$ cat src/verilog/ims_map.svh
// Register offsets, field positions, status codes, reset values and timing of the two-wire master sequencer
`ifndef IMS_MAP_SVH
`define IMS_MAP_SVH

// =====================================================================
// Register map
`define IMS_ADDR_W      4
`define IMS_OFS_CTRL    4'h0
`define IMS_OFS_STATUS  4'h4
`define IMS_OFS_DATA    4'h8

// =====================================================================
// Control register fields
`define IMS_B_FLAG      7
`define IMS_B_ACK       6
`define IMS_B_STA       5
`define IMS_B_STO       4
`define IMS_B_WC        3
`define IMS_B_EN        2

// =====================================================================
// Status codes, low three bits always read as zero
`define IMS_S_START     8'h08
`define IMS_S_REP       8'h10
`define IMS_S_AW_ACK    8'h18
`define IMS_S_AW_NACK   8'h20
`define IMS_S_TX_ACK    8'h28
`define IMS_S_TX_NACK   8'h30
`define IMS_S_ARB       8'h38
`define IMS_S_AR_ACK    8'h40
`define IMS_S_AR_NACK   8'h48
`define IMS_S_RX_ACK    8'h50
`define IMS_S_RX_NACK   8'h58
`define IMS_S_IDLE      8'hf8

// =====================================================================
// Reset values and bus responses
`define IMS_STATUS_RST  8'hf8
`define IMS_PIN_RST     1'b1
`define IMS_RESP_OK     2'h0
`define IMS_RESP_ERR    2'h2

// =====================================================================
// Timing: quarter of a bus bit period
`define IMS_CLK_NS      25
`define IMS_QTR_NS      2500
`define IMS_QTR_CYC     ((`IMS_QTR_NS) / (`IMS_CLK_NS))

`endif

$ cat src/verilog/ims_pkg.sv
// Types shared by the two-wire master sequencer modules
`include "ims_map.svh"

package ims_pkg;

  typedef enum logic [2:0] {S_IDLE, S_WAIT_FREE, S_START, S_BIT, S_STOP, S_HOLD} ims_state_e;
  typedef enum logic [1:0] {K_ADDR, K_TX, K_RX} ims_kind_e;

  typedef struct packed {
    logic s1;
    logic s2;
  } ims_sync_s;

  typedef struct packed {
    ims_state_e             st;
    logic [1:0]             ph;
    logic [7:0]             cnt;
    logic [3:0]             bitn;
    logic [8:0]             tx;
    logic [8:0]             chk;
    logic [8:0]             rx;
    ims_kind_e              kind;
    logic                   rd;
    logic                   rep;
    logic                   sts;
    logic                   scl_low;
    logic                   sda_low;
    logic                   owner;
    logic                   busy;
    logic                   scl_q;
    logic                   sda_q;
    logic                   flag;
    logic                   ea;
    logic                   start_request_bit;
    logic                   stop_request_bit;
    logic                   wc;
    logic                   en;
    logic [7:0]             status;
    logic [7:0]             data;
    logic                   aw_ok;
    logic [`IMS_ADDR_W-1:0] aw_addr;
    logic                   w_ok;
    logic [7:0]             w_data;
    logic                   w_strb;
    logic                   aw_rdy;
    logic                   w_rdy;
    logic                   bvalid;
    logic [1:0]             bresp;
    logic                   ar_rdy;
    logic                   rvalid;
    logic [1:0]             rresp;
    logic [7:0]             rdata;
    logic                   pin_lvl;
  } ims_top_s;

endpackage : ims_pkg

$ cat src/verilog/ims_master_seq.sv
// Two-wire bus master sequencer with AXI4-Lite register access
// Summary of operation
// - Data byte sent and NACK received reports 0x30; reload, restart or stop allowed.
// - Start and stop requested together: STOP, then START, stop request self-clears.
// - Arbitration lost in write address or data reports 0x38 and releases bus.
// - After 0x38, flag clear with start request waits for free bus, then START.
// - Master mode follows START; address read/write bit picks receive or transmit.
// - START emitted once bus free, then flag set with status 0x08.
// - After read address and acknowledge, flag set with 0x38, 0x40 or 0x48.
// - Received byte appears in data register when the flag is set.
// - Control pattern 1x01x10x makes the device emit a STOP.
// - Repeated START reports 0x10 and keeps bus ownership.
// - After 0x10 the loaded address is sent; its bit selects the mode.
// - Arbitration lost in read address or NACK bit reports 0x38.
// - On 0x40, flag clear receives a byte, ACK if ack enable set.
// - On 0x48 only repeated START, STOP, or STOP then START accepted.
// - On 0x50 the next byte is received, ACK or NACK per ack enable.
// - On 0x58 only repeated START, STOP, or STOP then START performed.
// - Completing a STOP clears the stop request without software.
// - Start without stop on flag clear in allowed state gives repeated START.
`timescale 1ns/1ps
`include "ims_map.svh"

module ims_master_seq (
  input  wire logic                   CLOCK,          // System clock, 40 MHz
  input  wire logic                   SYS_RST,        // Synchronous reset, active high
  input  wire logic [`IMS_ADDR_W-1:0] S_AXI_AWADDR,   // Write address
  input  wire logic                   S_AXI_AWVALID,  // Write address valid
  output logic                        S_AXI_AWREADY,  // Write address ready
  input  wire logic [31:0]            S_AXI_WDATA,    // Write data
  input  wire logic [3:0]             S_AXI_WSTRB,    // Write byte strobes
  input  wire logic                   S_AXI_WVALID,   // Write data valid
  output logic                        S_AXI_WREADY,   // Write data ready
  output logic [1:0]                  S_AXI_BRESP,    // Write response
  output logic                        S_AXI_BVALID,   // Write response valid
  input  wire logic                   S_AXI_BREADY,   // Write response ready
  input  wire logic [`IMS_ADDR_W-1:0] S_AXI_ARADDR,   // Read address
  input  wire logic                   S_AXI_ARVALID,  // Read address valid
  output logic                        S_AXI_ARREADY,  // Read address ready
  output logic [31:0]                 S_AXI_RDATA,    // Read data
  output logic [1:0]                  S_AXI_RRESP,    // Read response
  output logic                        S_AXI_RVALID,   // Read data valid
  input  wire logic                   S_AXI_RREADY,   // Read data ready
  input  wire logic                   SCL_IN,         // Bus clock level seen on the wire
  output logic                        SCL_OUT,        // Bus clock drive level, always low
  output logic                        SCL_OE,         // Bus clock pulled low when high
  input  wire logic                   SDA_IN,         // Bus data level seen on the wire
  output logic                        SDA_OUT,        // Bus data drive level, always low
  output logic                        SDA_OE          // Bus data pulled low when high
);

  localparam logic [7:0] QTR_LAST = 8'(`IMS_QTR_CYC - 1);

  ims_pkg::ims_top_s r_reg;
  ims_pkg::ims_top_s r_next;
  logic              scl_s;
  logic              sda_s;
  logic              adv;
  logic              arb_lost;
  logic              finish;
  logic              data_wr_nf;
  logic              clear_go;

  // =====================================================================
  // Pin synchronisers
  ims_sync u_scl_sync (
    .clk (CLOCK),
    .rst (SYS_RST),
    .d   (SCL_IN),
    .q   (scl_s)
  );

  ims_sync u_sda_sync (
    .clk (CLOCK),
    .rst (SYS_RST),
    .d   (SDA_IN),
    .q   (sda_s)
  );

  // =====================================================================
  // Sequence launchers
  function automatic ims_pkg::ims_top_s go_byte(input ims_pkg::ims_top_s s, input logic [8:0] t,
                                                 input logic [8:0] c, input ims_pkg::ims_kind_e k);
    s.st      = ims_pkg::S_BIT;
    s.ph      = 2'h0;
    s.cnt     = 8'h00;
    s.bitn    = 4'h0;
    s.tx      = t;
    s.chk     = c;
    s.kind    = k;
    s.rx      = 9'h000;
    s.sda_low = !t[8];
    return s;
  endfunction : go_byte

  function automatic ims_pkg::ims_top_s go_start(input ims_pkg::ims_top_s s, input logic rp);
    s.st      = ims_pkg::S_START;
    s.ph      = 2'h0;
    s.cnt     = 8'h00;
    s.rep     = rp;
    s.sda_low = 1'b0;
    return s;
  endfunction : go_start

  function automatic ims_pkg::ims_top_s go_stop(input ims_pkg::ims_top_s s, input logic then_start);
    s.st      = ims_pkg::S_STOP;
    s.ph      = 2'h0;
    s.cnt     = 8'h00;
    s.sts     = then_start;
    s.sda_low = 1'b1;
    return s;
  endfunction : go_stop

  // =====================================================================
  // Next state
  always_comb begin
    r_next     = r_reg;
    adv        = 1'b0;
    arb_lost   = 1'b0;
    finish     = 1'b0;
    data_wr_nf = 1'b0;
    clear_go   = 1'b0;

    // Bus free tracking from START and STOP seen on the wire
    r_next.scl_q = scl_s;
    r_next.sda_q = sda_s;
    if (scl_s && r_reg.scl_q && r_reg.sda_q && !sda_s) begin
      r_next.busy = 1'b1;
    end else if (scl_s && r_reg.scl_q && !r_reg.sda_q && sda_s) begin
      r_next.busy = 1'b0;
    end

    // Write channels, address and data in either order
    if (S_AXI_AWVALID && r_reg.aw_rdy) begin
      r_next.aw_ok   = 1'b1;
      r_next.aw_addr = S_AXI_AWADDR;
    end
    if (S_AXI_WVALID && r_reg.w_rdy) begin
      r_next.w_ok   = 1'b1;
      r_next.w_data = S_AXI_WDATA[7:0];
      r_next.w_strb = S_AXI_WSTRB[0];
    end
    if (S_AXI_BREADY && r_reg.bvalid) begin
      r_next.bvalid = 1'b0;
    end
    if (r_reg.aw_ok && r_reg.w_ok && !r_reg.bvalid) begin
      r_next.aw_ok  = 1'b0;
      r_next.w_ok   = 1'b0;
      r_next.bvalid = 1'b1;
      r_next.bresp  = `IMS_RESP_OK;
      case (r_reg.aw_addr)
        `IMS_OFS_CTRL: begin
          if (r_reg.w_strb) begin
            r_next.ea  = r_reg.w_data[`IMS_B_ACK];
            r_next.start_request_bit = r_reg.w_data[`IMS_B_STA];
            r_next.stop_request_bit = r_reg.w_data[`IMS_B_STO];
            r_next.en  = r_reg.w_data[`IMS_B_EN];
            if (r_reg.w_data[`IMS_B_FLAG]) begin
              r_next.flag = 1'b0;
              clear_go    = 1'b1;
            end
          end
        end
        `IMS_OFS_STATUS: begin
        end
        `IMS_OFS_DATA: begin
          if (r_reg.w_strb) begin
            if (r_reg.flag) begin
              r_next.data = r_reg.w_data;
              r_next.wc   = 1'b0;
            end else begin
              r_next.wc  = 1'b1;
              data_wr_nf = 1'b1;
            end
          end
        end
        default: r_next.bresp = `IMS_RESP_ERR;
      endcase
    end
    r_next.aw_rdy = !r_next.aw_ok;
    r_next.w_rdy  = !r_next.w_ok;

    // Read channel
    if (S_AXI_RREADY && r_reg.rvalid) begin
      r_next.rvalid = 1'b0;
    end
    if (S_AXI_ARVALID && r_reg.ar_rdy) begin
      r_next.rvalid = 1'b1;
      r_next.rresp  = `IMS_RESP_OK;
      case (S_AXI_ARADDR)
        `IMS_OFS_CTRL:   r_next.rdata = {r_reg.flag, r_reg.ea, r_reg.start_request_bit, r_reg.stop_request_bit, r_reg.wc, r_reg.en, 2'h0};
        `IMS_OFS_STATUS: r_next.rdata = r_reg.status;
        `IMS_OFS_DATA:   r_next.rdata = r_reg.data;
        default: begin
          r_next.rdata = 8'h00;
          r_next.rresp = `IMS_RESP_ERR;
        end
      endcase
    end
    r_next.ar_rdy = !r_next.rvalid;

    // Flag clear picks the next bus action from the current status
    if (clear_go && r_next.en && (r_reg.st == ims_pkg::S_HOLD || r_reg.st == ims_pkg::S_IDLE)) begin
      case (r_reg.status)
        `IMS_S_START, `IMS_S_REP: begin
          r_next.rd = r_reg.data[0];
          r_next    = go_byte(r_next, {r_reg.data, 1'b1}, 9'h1fe, ims_pkg::K_ADDR);
        end
        `IMS_S_AW_ACK, `IMS_S_AW_NACK, `IMS_S_TX_ACK, `IMS_S_TX_NACK: begin
          if (r_next.stop_request_bit) begin
            r_next = go_stop(r_next, r_next.start_request_bit);
          end else if (r_next.start_request_bit) begin
            r_next = go_start(r_next, 1'b1);
          end else begin
            r_next = go_byte(r_next, {r_reg.data, 1'b1}, 9'h1fe, ims_pkg::K_TX);
          end
        end
        `IMS_S_AR_ACK, `IMS_S_RX_ACK: begin
          r_next = go_byte(r_next, {8'hff, !r_next.ea}, 9'h001, ims_pkg::K_RX);
        end
        `IMS_S_AR_NACK, `IMS_S_RX_NACK: begin
          if (r_next.stop_request_bit) begin
            r_next = go_stop(r_next, r_next.start_request_bit);
          end else if (r_next.start_request_bit) begin
            r_next = go_start(r_next, 1'b1);
          end else begin
            r_next.flag = 1'b1;
          end
        end
        default: begin
          if (r_next.start_request_bit) begin
            r_next.st = ims_pkg::S_WAIT_FREE;
          end
        end
      endcase
    end

    // Quarter-bit timing, held while a slave stretches the clock
    if (r_reg.st == ims_pkg::S_START || r_reg.st == ims_pkg::S_BIT || r_reg.st == ims_pkg::S_STOP) begin
      if (!r_reg.scl_low && !scl_s) begin
        r_next.cnt = r_reg.cnt;
      end else if (r_reg.cnt == QTR_LAST) begin
        r_next.cnt = 8'h00;
        adv        = 1'b1;
      end else begin
        r_next.cnt = r_reg.cnt + 8'h01;
      end
    end

    if (r_reg.st == ims_pkg::S_WAIT_FREE && !r_reg.busy && scl_s && sda_s) begin
      r_next = go_start(r_next, 1'b0);
    end

    if (adv) begin
      r_next.ph = r_reg.ph + 2'h1;
      case (r_reg.st)
        ims_pkg::S_START: begin
          case (r_reg.ph)
            2'h0: r_next.scl_low = 1'b0;
            2'h1: r_next.sda_low = 1'b1;
            2'h2: r_next.scl_low = 1'b1;
            default: begin
              r_next.flag   = 1'b1;
              r_next.owner  = 1'b1;
              r_next.st     = ims_pkg::S_HOLD;
              r_next.status = r_reg.rep ? `IMS_S_REP : `IMS_S_START;
            end
          endcase
        end
        ims_pkg::S_BIT: begin
          case (r_reg.ph)
            2'h0: r_next.scl_low = 1'b0;
            2'h1: begin
              r_next.rx = {r_reg.rx[7:0], sda_s};
              arb_lost  = r_reg.chk[8] && r_reg.tx[8] && !sda_s;
            end
            2'h2: r_next.scl_low = 1'b1;
            default: begin
              if (r_reg.bitn == 4'h8) begin
                finish = 1'b1;
              end else begin
                r_next.tx      = {r_reg.tx[7:0], 1'b1};
                r_next.chk     = {r_reg.chk[7:0], 1'b0};
                r_next.bitn    = r_reg.bitn + 4'h1;
                r_next.sda_low = !r_reg.tx[7];
              end
            end
          endcase
        end
        ims_pkg::S_STOP: begin
          case (r_reg.ph)
            2'h0: r_next.scl_low = 1'b0;
            2'h1: r_next.sda_low = 1'b0;
            2'h2: r_next.scl_low = 1'b0;
            default: begin
              r_next.stop_request_bit    = 1'b0;
              r_next.owner  = 1'b0;
              r_next.status = `IMS_S_IDLE;
              r_next.st     = r_reg.sts ? ims_pkg::S_WAIT_FREE : ims_pkg::S_IDLE;
            end
          endcase
        end
        default: begin
        end
      endcase
    end

    if (arb_lost) begin
      r_next.st      = ims_pkg::S_IDLE;
      r_next.scl_low = 1'b0;
      r_next.sda_low = 1'b0;
      r_next.owner   = 1'b0;
      r_next.flag    = 1'b1;
      r_next.status  = `IMS_S_ARB;
    end

    if (finish) begin
      r_next.flag    = 1'b1;
      r_next.sda_low = 1'b0;
      r_next.st      = ims_pkg::S_HOLD;
      case (r_reg.kind)
        ims_pkg::K_ADDR: begin
          if (r_reg.rd) begin
            r_next.status = r_reg.rx[0] ? `IMS_S_AR_NACK : `IMS_S_AR_ACK;
          end else begin
            r_next.status = r_reg.rx[0] ? `IMS_S_AW_NACK : `IMS_S_AW_ACK;
          end
        end
        ims_pkg::K_TX: r_next.status = r_reg.rx[0] ? `IMS_S_TX_NACK : `IMS_S_TX_ACK;
        default: begin
          r_next.data   = r_reg.rx[8:1];
          r_next.status = r_reg.rx[0] ? `IMS_S_RX_NACK : `IMS_S_RX_ACK;
        end
      endcase
    end

    // Disabling the interface drops the sequence and frees both wires
    if (!r_next.en) begin
      r_next.st      = ims_pkg::S_IDLE;
      r_next.scl_low = 1'b0;
      r_next.sda_low = 1'b0;
      r_next.owner   = 1'b0;
    end
  end

  // =====================================================================
  // State register
  always_ff @(posedge CLOCK) begin
    if (SYS_RST) begin
      r_reg         <= '0;
      r_reg.st      <= ims_pkg::S_IDLE;
      r_reg.kind    <= ims_pkg::K_ADDR;
      r_reg.status  <= `IMS_STATUS_RST;
      r_reg.scl_q   <= `IMS_PIN_RST;
      r_reg.sda_q   <= `IMS_PIN_RST;
      r_reg.aw_rdy  <= 1'b1;
      r_reg.w_rdy   <= 1'b1;
      r_reg.ar_rdy  <= 1'b1;
      r_reg.pin_lvl <= 1'b0;
    end else begin
      r_reg <= r_next;
    end
  end

  // =====================================================================
  // Outputs
  assign S_AXI_AWREADY = r_reg.aw_rdy;
  assign S_AXI_WREADY  = r_reg.w_rdy;
  assign S_AXI_BRESP   = r_reg.bresp;
  assign S_AXI_BVALID  = r_reg.bvalid;
  assign S_AXI_ARREADY = r_reg.ar_rdy;
  assign S_AXI_RDATA   = {24'h000000, r_reg.rdata};
  assign S_AXI_RRESP   = r_reg.rresp;
  assign S_AXI_RVALID  = r_reg.rvalid;
  assign SCL_OUT       = r_reg.pin_lvl;
  assign SCL_OE        = r_reg.scl_low;
  assign SDA_OUT       = r_reg.pin_lvl;
  assign SDA_OE        = r_reg.sda_low;

  // =====================================================================
  // Checks
  a_hold_scl_low: assert property (@(posedge CLOCK) disable iff (SYS_RST)
    (r_reg.flag && r_reg.owner && r_reg.st == ims_pkg::S_HOLD) |-> SCL_OE)
    else $error("Bus clock released while step done flag is set");

  a_stop_self_clr: assert property (@(posedge CLOCK) disable iff (SYS_RST)
    (r_reg.st == ims_pkg::S_STOP && r_reg.ph == 2'h3 && adv) |=> (!r_reg.stop_request_bit && !SDA_OE && !SCL_OE))
    else $error("Stop request not cleared after STOP");

  a_stop_then_go: assert property (@(posedge CLOCK) disable iff (SYS_RST)
    (r_reg.st == ims_pkg::S_STOP && r_reg.ph == 2'h3 && adv && r_reg.sts && r_reg.en)
    |=> r_reg.st == ims_pkg::S_WAIT_FREE ##[1:20] r_reg.st == ims_pkg::S_START)
    else $error("No START after STOP with start request");

  a_start_code: assert property (@(posedge CLOCK) disable iff (SYS_RST)
    (r_reg.st == ims_pkg::S_START && !r_reg.rep && r_reg.ph == 2'h3 && adv && r_reg.en)
    |=> (r_reg.flag && r_reg.status == `IMS_S_START))
    else $error("START did not report 0x08");

  a_rep_start_code: assert property (@(posedge CLOCK) disable iff (SYS_RST)
    (r_reg.st == ims_pkg::S_START && r_reg.rep && r_reg.ph == 2'h3 && adv && r_reg.en)
    |=> (r_reg.flag && r_reg.owner && r_reg.status == `IMS_S_REP))
    else $error("Repeated START did not report 0x10");

  a_arb_release: assert property (@(posedge CLOCK) disable iff (SYS_RST)
    (arb_lost && r_reg.en) |=> (r_reg.status == `IMS_S_ARB && !SCL_OE && !SDA_OE)[*2])
    else $error("Arbitration loss did not release the bus with 0x38");

  a_tx_nack_code: assert property (@(posedge CLOCK) disable iff (SYS_RST)
    (finish && r_reg.kind == ims_pkg::K_TX && r_reg.en)
    |=> r_reg.status == ($past(r_reg.rx[0]) ? `IMS_S_TX_NACK : `IMS_S_TX_ACK))
    else $error("Wrong status after data byte sent");

  a_rx_data_flag: assert property (@(posedge CLOCK) disable iff (SYS_RST)
    (finish && r_reg.kind == ims_pkg::K_RX && r_reg.en) |=> (r_reg.flag && r_reg.data == $past(r_reg.rx[8:1])))
    else $error("Received byte not in data register at flag set");

  a_rx_ack_code: assert property (@(posedge CLOCK) disable iff (SYS_RST)
    (finish && r_reg.kind == ims_pkg::K_RX && r_reg.en)
    |=> r_reg.status == ($past(r_reg.tx[8], 1) ? `IMS_S_RX_NACK : `IMS_S_RX_ACK))
    else $error("Receive status does not match acknowledge sent");

  a_collision_flag: assert property (@(posedge CLOCK) disable iff (SYS_RST)
    data_wr_nf |=> (r_reg.wc && $stable(r_reg.data)))
    else $error("Data write with flag low was not discarded");

endmodule : ims_master_seq

$ cat src/verilog/ims_sync.sv
// Two-flop synchroniser for a bus pin
`timescale 1ns/1ps
`include "ims_map.svh"

module ims_sync (
  input  wire logic clk,  // System clock
  input  wire logic rst,  // Synchronous reset, active high
  input  wire logic d,    // Asynchronous pin level
  output logic      q     // Synchronised level
);

  ims_pkg::ims_sync_s r_reg;
  ims_pkg::ims_sync_s r_next;

  always_comb begin
    r_next    = r_reg;
    r_next.s1 = d;
    r_next.s2 = r_reg.s1;
  end

  always_ff @(posedge clk) begin
    if (rst) begin
      r_reg.s1 <= `IMS_PIN_RST;
      r_reg.s2 <= `IMS_PIN_RST;
    end else begin
      r_reg <= r_next;
    end
  end

  assign q = r_reg.s2;

endmodule : ims_sync

$ cat config.mk
export PLATFORM = sky130hd
export DESIGN_NAME = ims_master_seq
export DESIGN_NICKNAME = d
export VERILOG_FILES = /design/src/verilog/ims_pkg.sv /design/src/verilog/ims_master_seq.sv /design/src/verilog/ims_sync.sv
export VERILOG_INCLUDE_DIRS = /design/src /design/src/verilog
export SDC_FILE = /design/constraint.sdc
export NUM_CORES = 1
export LEC_CHECK = 0
export BUFFER_PORTS_ARGS = -buffer_cell sky130_fd_sc_hd__buf_4
export CELL_PAD_IN_SITES_DETAIL_PLACEMENT = 1
export CELL_PAD_IN_SITES_GLOBAL_PLACEMENT = 1
export CORE_UTILIZATION = 41
export CTS_CLUSTER_DIAMETER = 200
export DETAILED_ROUTE_END_ITERATION = 6
export HOLD_SLACK_MARGIN = 0.03
export PLACE_DENSITY = 0.83
export SLEW_MARGIN = 20
export SYNTH_ARGS = -nofsm -noshare
export SYNTH_HDL_FRONTEND = slang
export SYNTH_SLANG_ARGS = --single-unit
$ cat constraint.sdc
create_clock -name CLOCK -period 3.19 [get_ports CLOCK]
set_clock_uncertainty 0.2 [all_clocks]
set_input_delay 0.1595 -clock CLOCK [delete_from_list [all_inputs] [get_ports CLOCK]]
set_output_delay 0.1595 -clock CLOCK [all_outputs]
set_load 0.005 [all_outputs]
==> flow_summary.ini, run 1 <==
[global_routing]
grt-ovfl-total = 0
grt_usage_pct = 23.9
grt_pass1_wl_um = 24800
antenna_found_initial = 0
first_global_vias = 4909
grt_max_degree = 86

[placement]
placement.io_buffers = 42
dpl.cell_count = 840
routabilityCongestion = 0.849
dp_hpwl_um = 11000

[layout]
largest_reg_flops = 86
antenna_cells = 0
stdcell_count = 876
drive_gt1_share_pct = 14.9
finalNetCount = 763
syn_to_final_growth_pct = 16.7

[clock_network]
clockBufferDepth = 2
insertion_delay_ns = 0.35
cts.reportedPaths.clkPinSlew_ns = 0.07
cts_sinks = 107
ctsResizeCount = 0
cts_tree = built
post-cts-setup-buffer-count = 0
cts_buffers = 9
h-tree-depth = 3
cts-root-buf = clkbuf_16

[die]
ioPinCount = 98
rows = 41
die_width_um = 116
die_area_mm2 = 0.0135
dieHeight_um = 116
core_area_mm2 = 0.0127
start_util_pct = 42.2

[setup_path]
required_ns = 3.18
criticalPathCategory = flop to flop
worst-path-max-fanout = 16
endpoint_kind = flop
critPathArrivalTime_ns = 2.98
start_kind = flop

[run]
cap_violations = 0

[yosys]
postSynth.asyncResetShare_pct = 0
yosysSeqAreaShare_pct = 40.1
ys_ff_latch = 107
synthTopCellsByArea = dfxtp_1 40%, nor2_1 5.8%, buf_4 5.3%
synth_warnings = 0
synth_flop_cell = dfxtp_1
synth_edf_count = 0
synth_cell_types = 66
synth.cell_area_mm2 = 0.00534
yosysMostFrequentCell = dfxtp_1
yosys-top-cells-count = 107 x dfxtp_1, 82 x nor2_1, 63 x nand2_1
avgSynthCellArea_um2 = 8.31
syn_inst = 643
yosys.area.top_type = dfxtp_1
netlist.area_leader.share_pct = 40.1

[timing]
finalCritPeriodShare_pct = 93.7
rsz0062_at_grt = false
fin_tns_setup_ns = 0
finalSetupViolations = 0
min_period_ns = 2.99
report.final.hold_viol_count = 0
fmax_mhz = 334
worst_pin_slew_ns = 0.904
slew_headroom_pct = 39.7
slew_violations = 0

[detailed_routing]
drt_first_pass_iters = 4
drtIter0Drc = 261
wirelength_um = 15300
drc = 0
vias = 4881
ant_nets = 0
vias_per_cell = 5.57
avgRoutedWirePerCell_um = 17.5

[power]
power_density_mw_per_mm2 = 425
peakVddDrop_mv = 0.263
p_leak_nw = 2.47

[hold_path]
hp-class = primary input to flop

[run_status]
outcome = finished, final reports clean
worst paths after layout:
| path | slack, ns | cells after the start | to | from |
|---|---|---|---|---|
| setup / recovery | 0.20 | 8 | r_reg[40] | r_reg[99] |
| hold / removal | 0.08 | 4 | r_reg[26] | S_AXI_WVALID |
| setup reg to reg | 0.20 | 8 | r_reg[40] | r_reg[99] |
| hold reg to reg | 0.22 | 1 | u_scl_sync.q | u_scl_sync.r_next[0] |
kinds of logic after synthesis:
family	count (synthesis)	share of synthesized area (%)
AOI/OAI and AO/OA	163	20.8
xor gates and xnor gates	9	1.48
adders and majority gates	9	2.11
buffers and inverters	96	10.2
DFF	107	40.1
muxes	16	3.12
other	1	0.0702
and+or+nand+nor	242	22.2
cell usage in the layout, fill, tap and decap left out, types with 3 or more instances in the layout:
cell type	instances
dfxtp_1	107
nor2_1	82
buf_4	70
nand2_1	63
a21oi_1	49
a211oi_1	33
conb_1	28
inv_1	24
nor3_1	22
dlygate4sd3_1	22
o21ai_0	16
a22oi_1	14
nand3_1	11
mux2i_1	11
ha_1	9
clkbuf_16	9
or2_2	8
a2bb2oi_1	8
or3_1	7
nor4_1	7
nand4_1	7
xnor2_1	7
nand3b_1	5
a31oi_1	5
mux2_2	5
and2_1	4
a21o_1	4
and3_1	4
a32oi_1	4
nand4b_1	3
a211o_1	3
nand2b_1	3
a221oi_1	3
what timing repair did:
action / in CTS / in global routing
hold buffers: 22 / 0
hold endpoints to repair: 20 / 0
endpoints found under the setup margin: 0 / 0
per-stage QoR:
step	util [%]	hold WS [ns]	setup WS, ns	cell area [µm²]	power (W)
finish	49.2	0.0831	0.200	6230	0.00265
detailed placement	45.2	0.149	0.215	5730	0.00155
CTS	49.2	0.0646	0.208	6230	0.00267
global placement	45.2	0.145	0.326	5730	0.00154
floorplan	-	0.0633	0.446	5440	0.00151
global route	49.2	0.107	0.0368	6230	0.00274
report_power, final:
part / total, W / switching (W) / internal, W
Combinational: 0.000159 / 0.0000846 / 0.0000739
Clock: 0.00111 / 0.000490 / 0.000620
Sequential: 0.00138 / 0.0000236 / 0.00136
Total: 0.00265 / 0.000598 / 0.00205
cell type report:
type | count | area [µm²]
clock inverter | 3 | 40.0
tap | 172 | 215
clock buffer | 11 | 243
timing repair buffer | 92 | 746
inverter | 24 | 90.1
sequential | 107 | 2140
fill | 1535 | 6440
multi-input combinational | 467 | 2760
metal layers:
layer	GRT usage (%)	share of wire (%)
met3	4.57	3.8
met1	31.1	45
met5	0	0
met4	8.38	2.2
met2	39.6	49
critical path: stages, from the launching register on:
cell and delay [ns]:
dfxtp_1 0.37, or4b_1 0.52, or3_1 0.53, nor4_4 0.47
buf_4 0.24, nand2_1 0.07, buf_4 0.21, nor2_1 0.13
a211oi_1 0.07
(Power assumes the default switching activity.)
==> run 2: changes to the inputs <==
SYNTH_HIERARCHICAL = 1   (was default)
==> run 2 against run 1 <==
Power increased by 0.77%. Die area fell by 0.16%. Clock power hardly changed. Critical path depth did not move. Fmax up 10%. Synthesized area down 0.16%. Worst setup slack better by 0.28 ns. Sequential share of layout area up 0.69 points. Routed wire length is essentially flat. Register-to-register slack gained 0.28 ns. First-iteration DRC count up 12%. Highest routed layer unchanged.
==> flow_summary.ini, run 2 <==
[run_status]
outcome = finished, final reports clean

[yosys]
avgSynthCellArea_um2 = 8.27
synth_cell_types = 67
synth_flop_cell = dfxtp_1
synth_warnings = 6
yosys.area.top_type = dfxtp_1
synthTopCellsByArea = dfxtp_1 40%, buf_4 5.5%, a21oi_1 5.2%
syn_inst = 645
postSynth.asyncResetShare_pct = 0
yosys-top-cells-count = 107 x dfxtp_1, 69 x nand2_1, 64 x nor2_1
ys_ff_latch = 107
synth.cell_area_mm2 = 0.00533
synth_edf_count = 0
yosysMostFrequentCell = dfxtp_1
yosysSeqAreaShare_pct = 40.2
netlist.area_leader.share_pct = 40.2

[timing]
slew_violations = 0
rsz0062_at_grt = false
min_period_ns = 2.71
fin_tns_setup_ns = 0
report.final.hold_viol_count = 0
finalSetupViolations = 0
finalCritPeriodShare_pct = 85.0
slew_headroom_pct = 48.5
fmax_mhz = 369
worst_pin_slew_ns = 0.767

[die]
start_util_pct = 42.1
core_area_mm2 = 0.0127
rows = 41
ioPinCount = 98
die_area_mm2 = 0.0135
dieHeight_um = 116
die_width_um = 116

[clock_network]
cts_tree = built
ctsResizeCount = 0
insertion_delay_ns = 0.37
h-tree-depth = 3
cts.reportedPaths.clkPinSlew_ns = 0.08
cts_buffers = 9
clockBufferDepth = 2
cts-root-buf = clkbuf_16
cts_sinks = 107

[setup_path]
required_ns = 3.22
worst-path-max-fanout = 16
critPathArrivalTime_ns = 2.74
start_kind = flop
endpoint_kind = flop
criticalPathCategory = flop to flop

[global_routing]
grt-ovfl-total = 0
grt_pass1_wl_um = 24900
grt_usage_pct = 24.0
first_global_vias = 4944
antenna_found_initial = 0
grt_max_degree = 48

[power]
p_int_w = 0.00200
power_density_mw_per_mm2 = 437
p_leak_nw = 2.45
combPwrFrac_pct = 6.0
p_sw_w = 0.000670
p_seq_share_pct = 51.8
peakVddDrop_mv = 0.306
clkPwrFrac_pct = 42.2
swShare_pct = 25.1

[detailed_routing]
drc = 0
vias_per_cell = 5.49
drtIter0Drc = 292
avgRoutedWirePerCell_um = 17.7
drt_first_pass_iters = 4
ant_nets = 0
vias = 4745
wirelength_um = 15300

[layout]
syn_to_final_growth_pct = 14.6
antenna_cells = 0
largest_reg_flops = 86
layout_common_cells = 107 x dfxtp_1, 69 x nand2_1, 64 x nor2_1
finalNetCount = 749
stdcell_count = 864
drive_gt1_share_pct = 15.2
final_common_cell = dfxtp_1

[placement]
placement.io_buffers = 42
dp_hpwl_um = 10700
dpl.cell_count = 826
routabilityCongestion = 0.865

[hold_path]
hp-class = primary input to flop

[run]
cap_violations = 0
## run 2: cell count changes in the layout (fill, tap and decap cells not counted), moves of 5 or more
cell	previous run	this run
a31oi_1	5	11
a22oi_1	14	7
xnor2_1	7	1
a21oi_1	49	55
a2bb2oi_1	8	0
nor3_1	22	29
buf_4	70	53
nand3_1	11	24
a211oi_1	33	25
a221oi_2	0	5
nand2_1	63	69
nor2_1	82	64
## run 2: path summary, 6_finish.rpt
check	start	slack, ns	endpoint	cells after the start
setup reg to reg	r_reg[97]	0.48	r_reg[34]	8
hold reg to reg	u_sda_sync/r_next[0]	0.22	u_sda_sync/q	1
hold / removal	SYS_RST	0.06	S_AXI_BVALID	2
setup / recovery	r_reg[97]	0.48	r_reg[34]	8
## run 2: per-stage QoR
step                      utilization [%]  hold slack [ns]  power (W)  worst slack (ns)  instance area [µm²]
after floorplan                         -           0.0566    0.00151             0.880                 5430
after global placement               44.2            0.143    0.00154             0.586                 5600
after detailed placement             44.2            0.154    0.00155             0.503                 5600
after CTS                            48.2           0.0577    0.00269             0.470                 6110
after global routing                 48.2           0.0665    0.00276             0.266                 6110
final                                48.2           0.0592    0.00267             0.480                 6110
## run 2: critical path, stage by stage (launching register included)
cell and delay [ns]:
dfxtp_1 0.40, ha_1 0.24, nand4b_1 0.19, nor4_2 0.50, nor2b_1 0.20, buf_4 0.18, nand2_1 0.36, nor2_1 0.23
a211oi_1 0.07
## run 2: area by class of cell
class	count	area, µm²
Clock buffer	10	239
Clock inverter	6	55.1
Inverter	22	82.6
Fill cell	1511	6560
Multi-Input combinational cell	472	2760
Tap cell	172	215
Timing Repair Buffer	75	618
Sequential cell	107	2140
## run 2: cell families after synthesis
logic type | count (synthesis) | share of synthesized area [%]
buffers and inverters | 93 | 10.0
other | 1 | 0.0703
xor gates and xnor gates | 2 | 0.329
adders and majority gates | 9 | 2.11
AOI/OAI and AO/OA | 151 | 19.2
muxes | 18 | 3.50
DFF | 107 | 40.2
and+or+nand+nor | 264 | 24.6
## run 2: timing repair
action                    4_1_cts  5_1_grt
hold endpoints to repair       21        0
hold buffers                   22        0
buffers inserted                0        0
## run 2: metal layers
metal  up-vias  track usage (%)  share of wire [%]
met5         -                0                  0
met4         0             7.95                1.9
met3        25             5.49                2.6
met2        78             42.5                 51
met1      2341             28.4                 45
li1       2301                -                  -
## run 2: power groups by stage
stage | clock network, W | logic (W) | registers (W)
after CTS | 0.00115 | 0.000157 | 0.00138
after global placement | 0 | 0.000129 | 0.00141
after floorplan | 0 | 0.000107 | 0.00141
after global routing | 0.00120 | 0.000177 | 0.00139
after detailed placement | 0 | 0.000135 | 0.00141
final | 0.00113 | 0.000160 | 0.00138
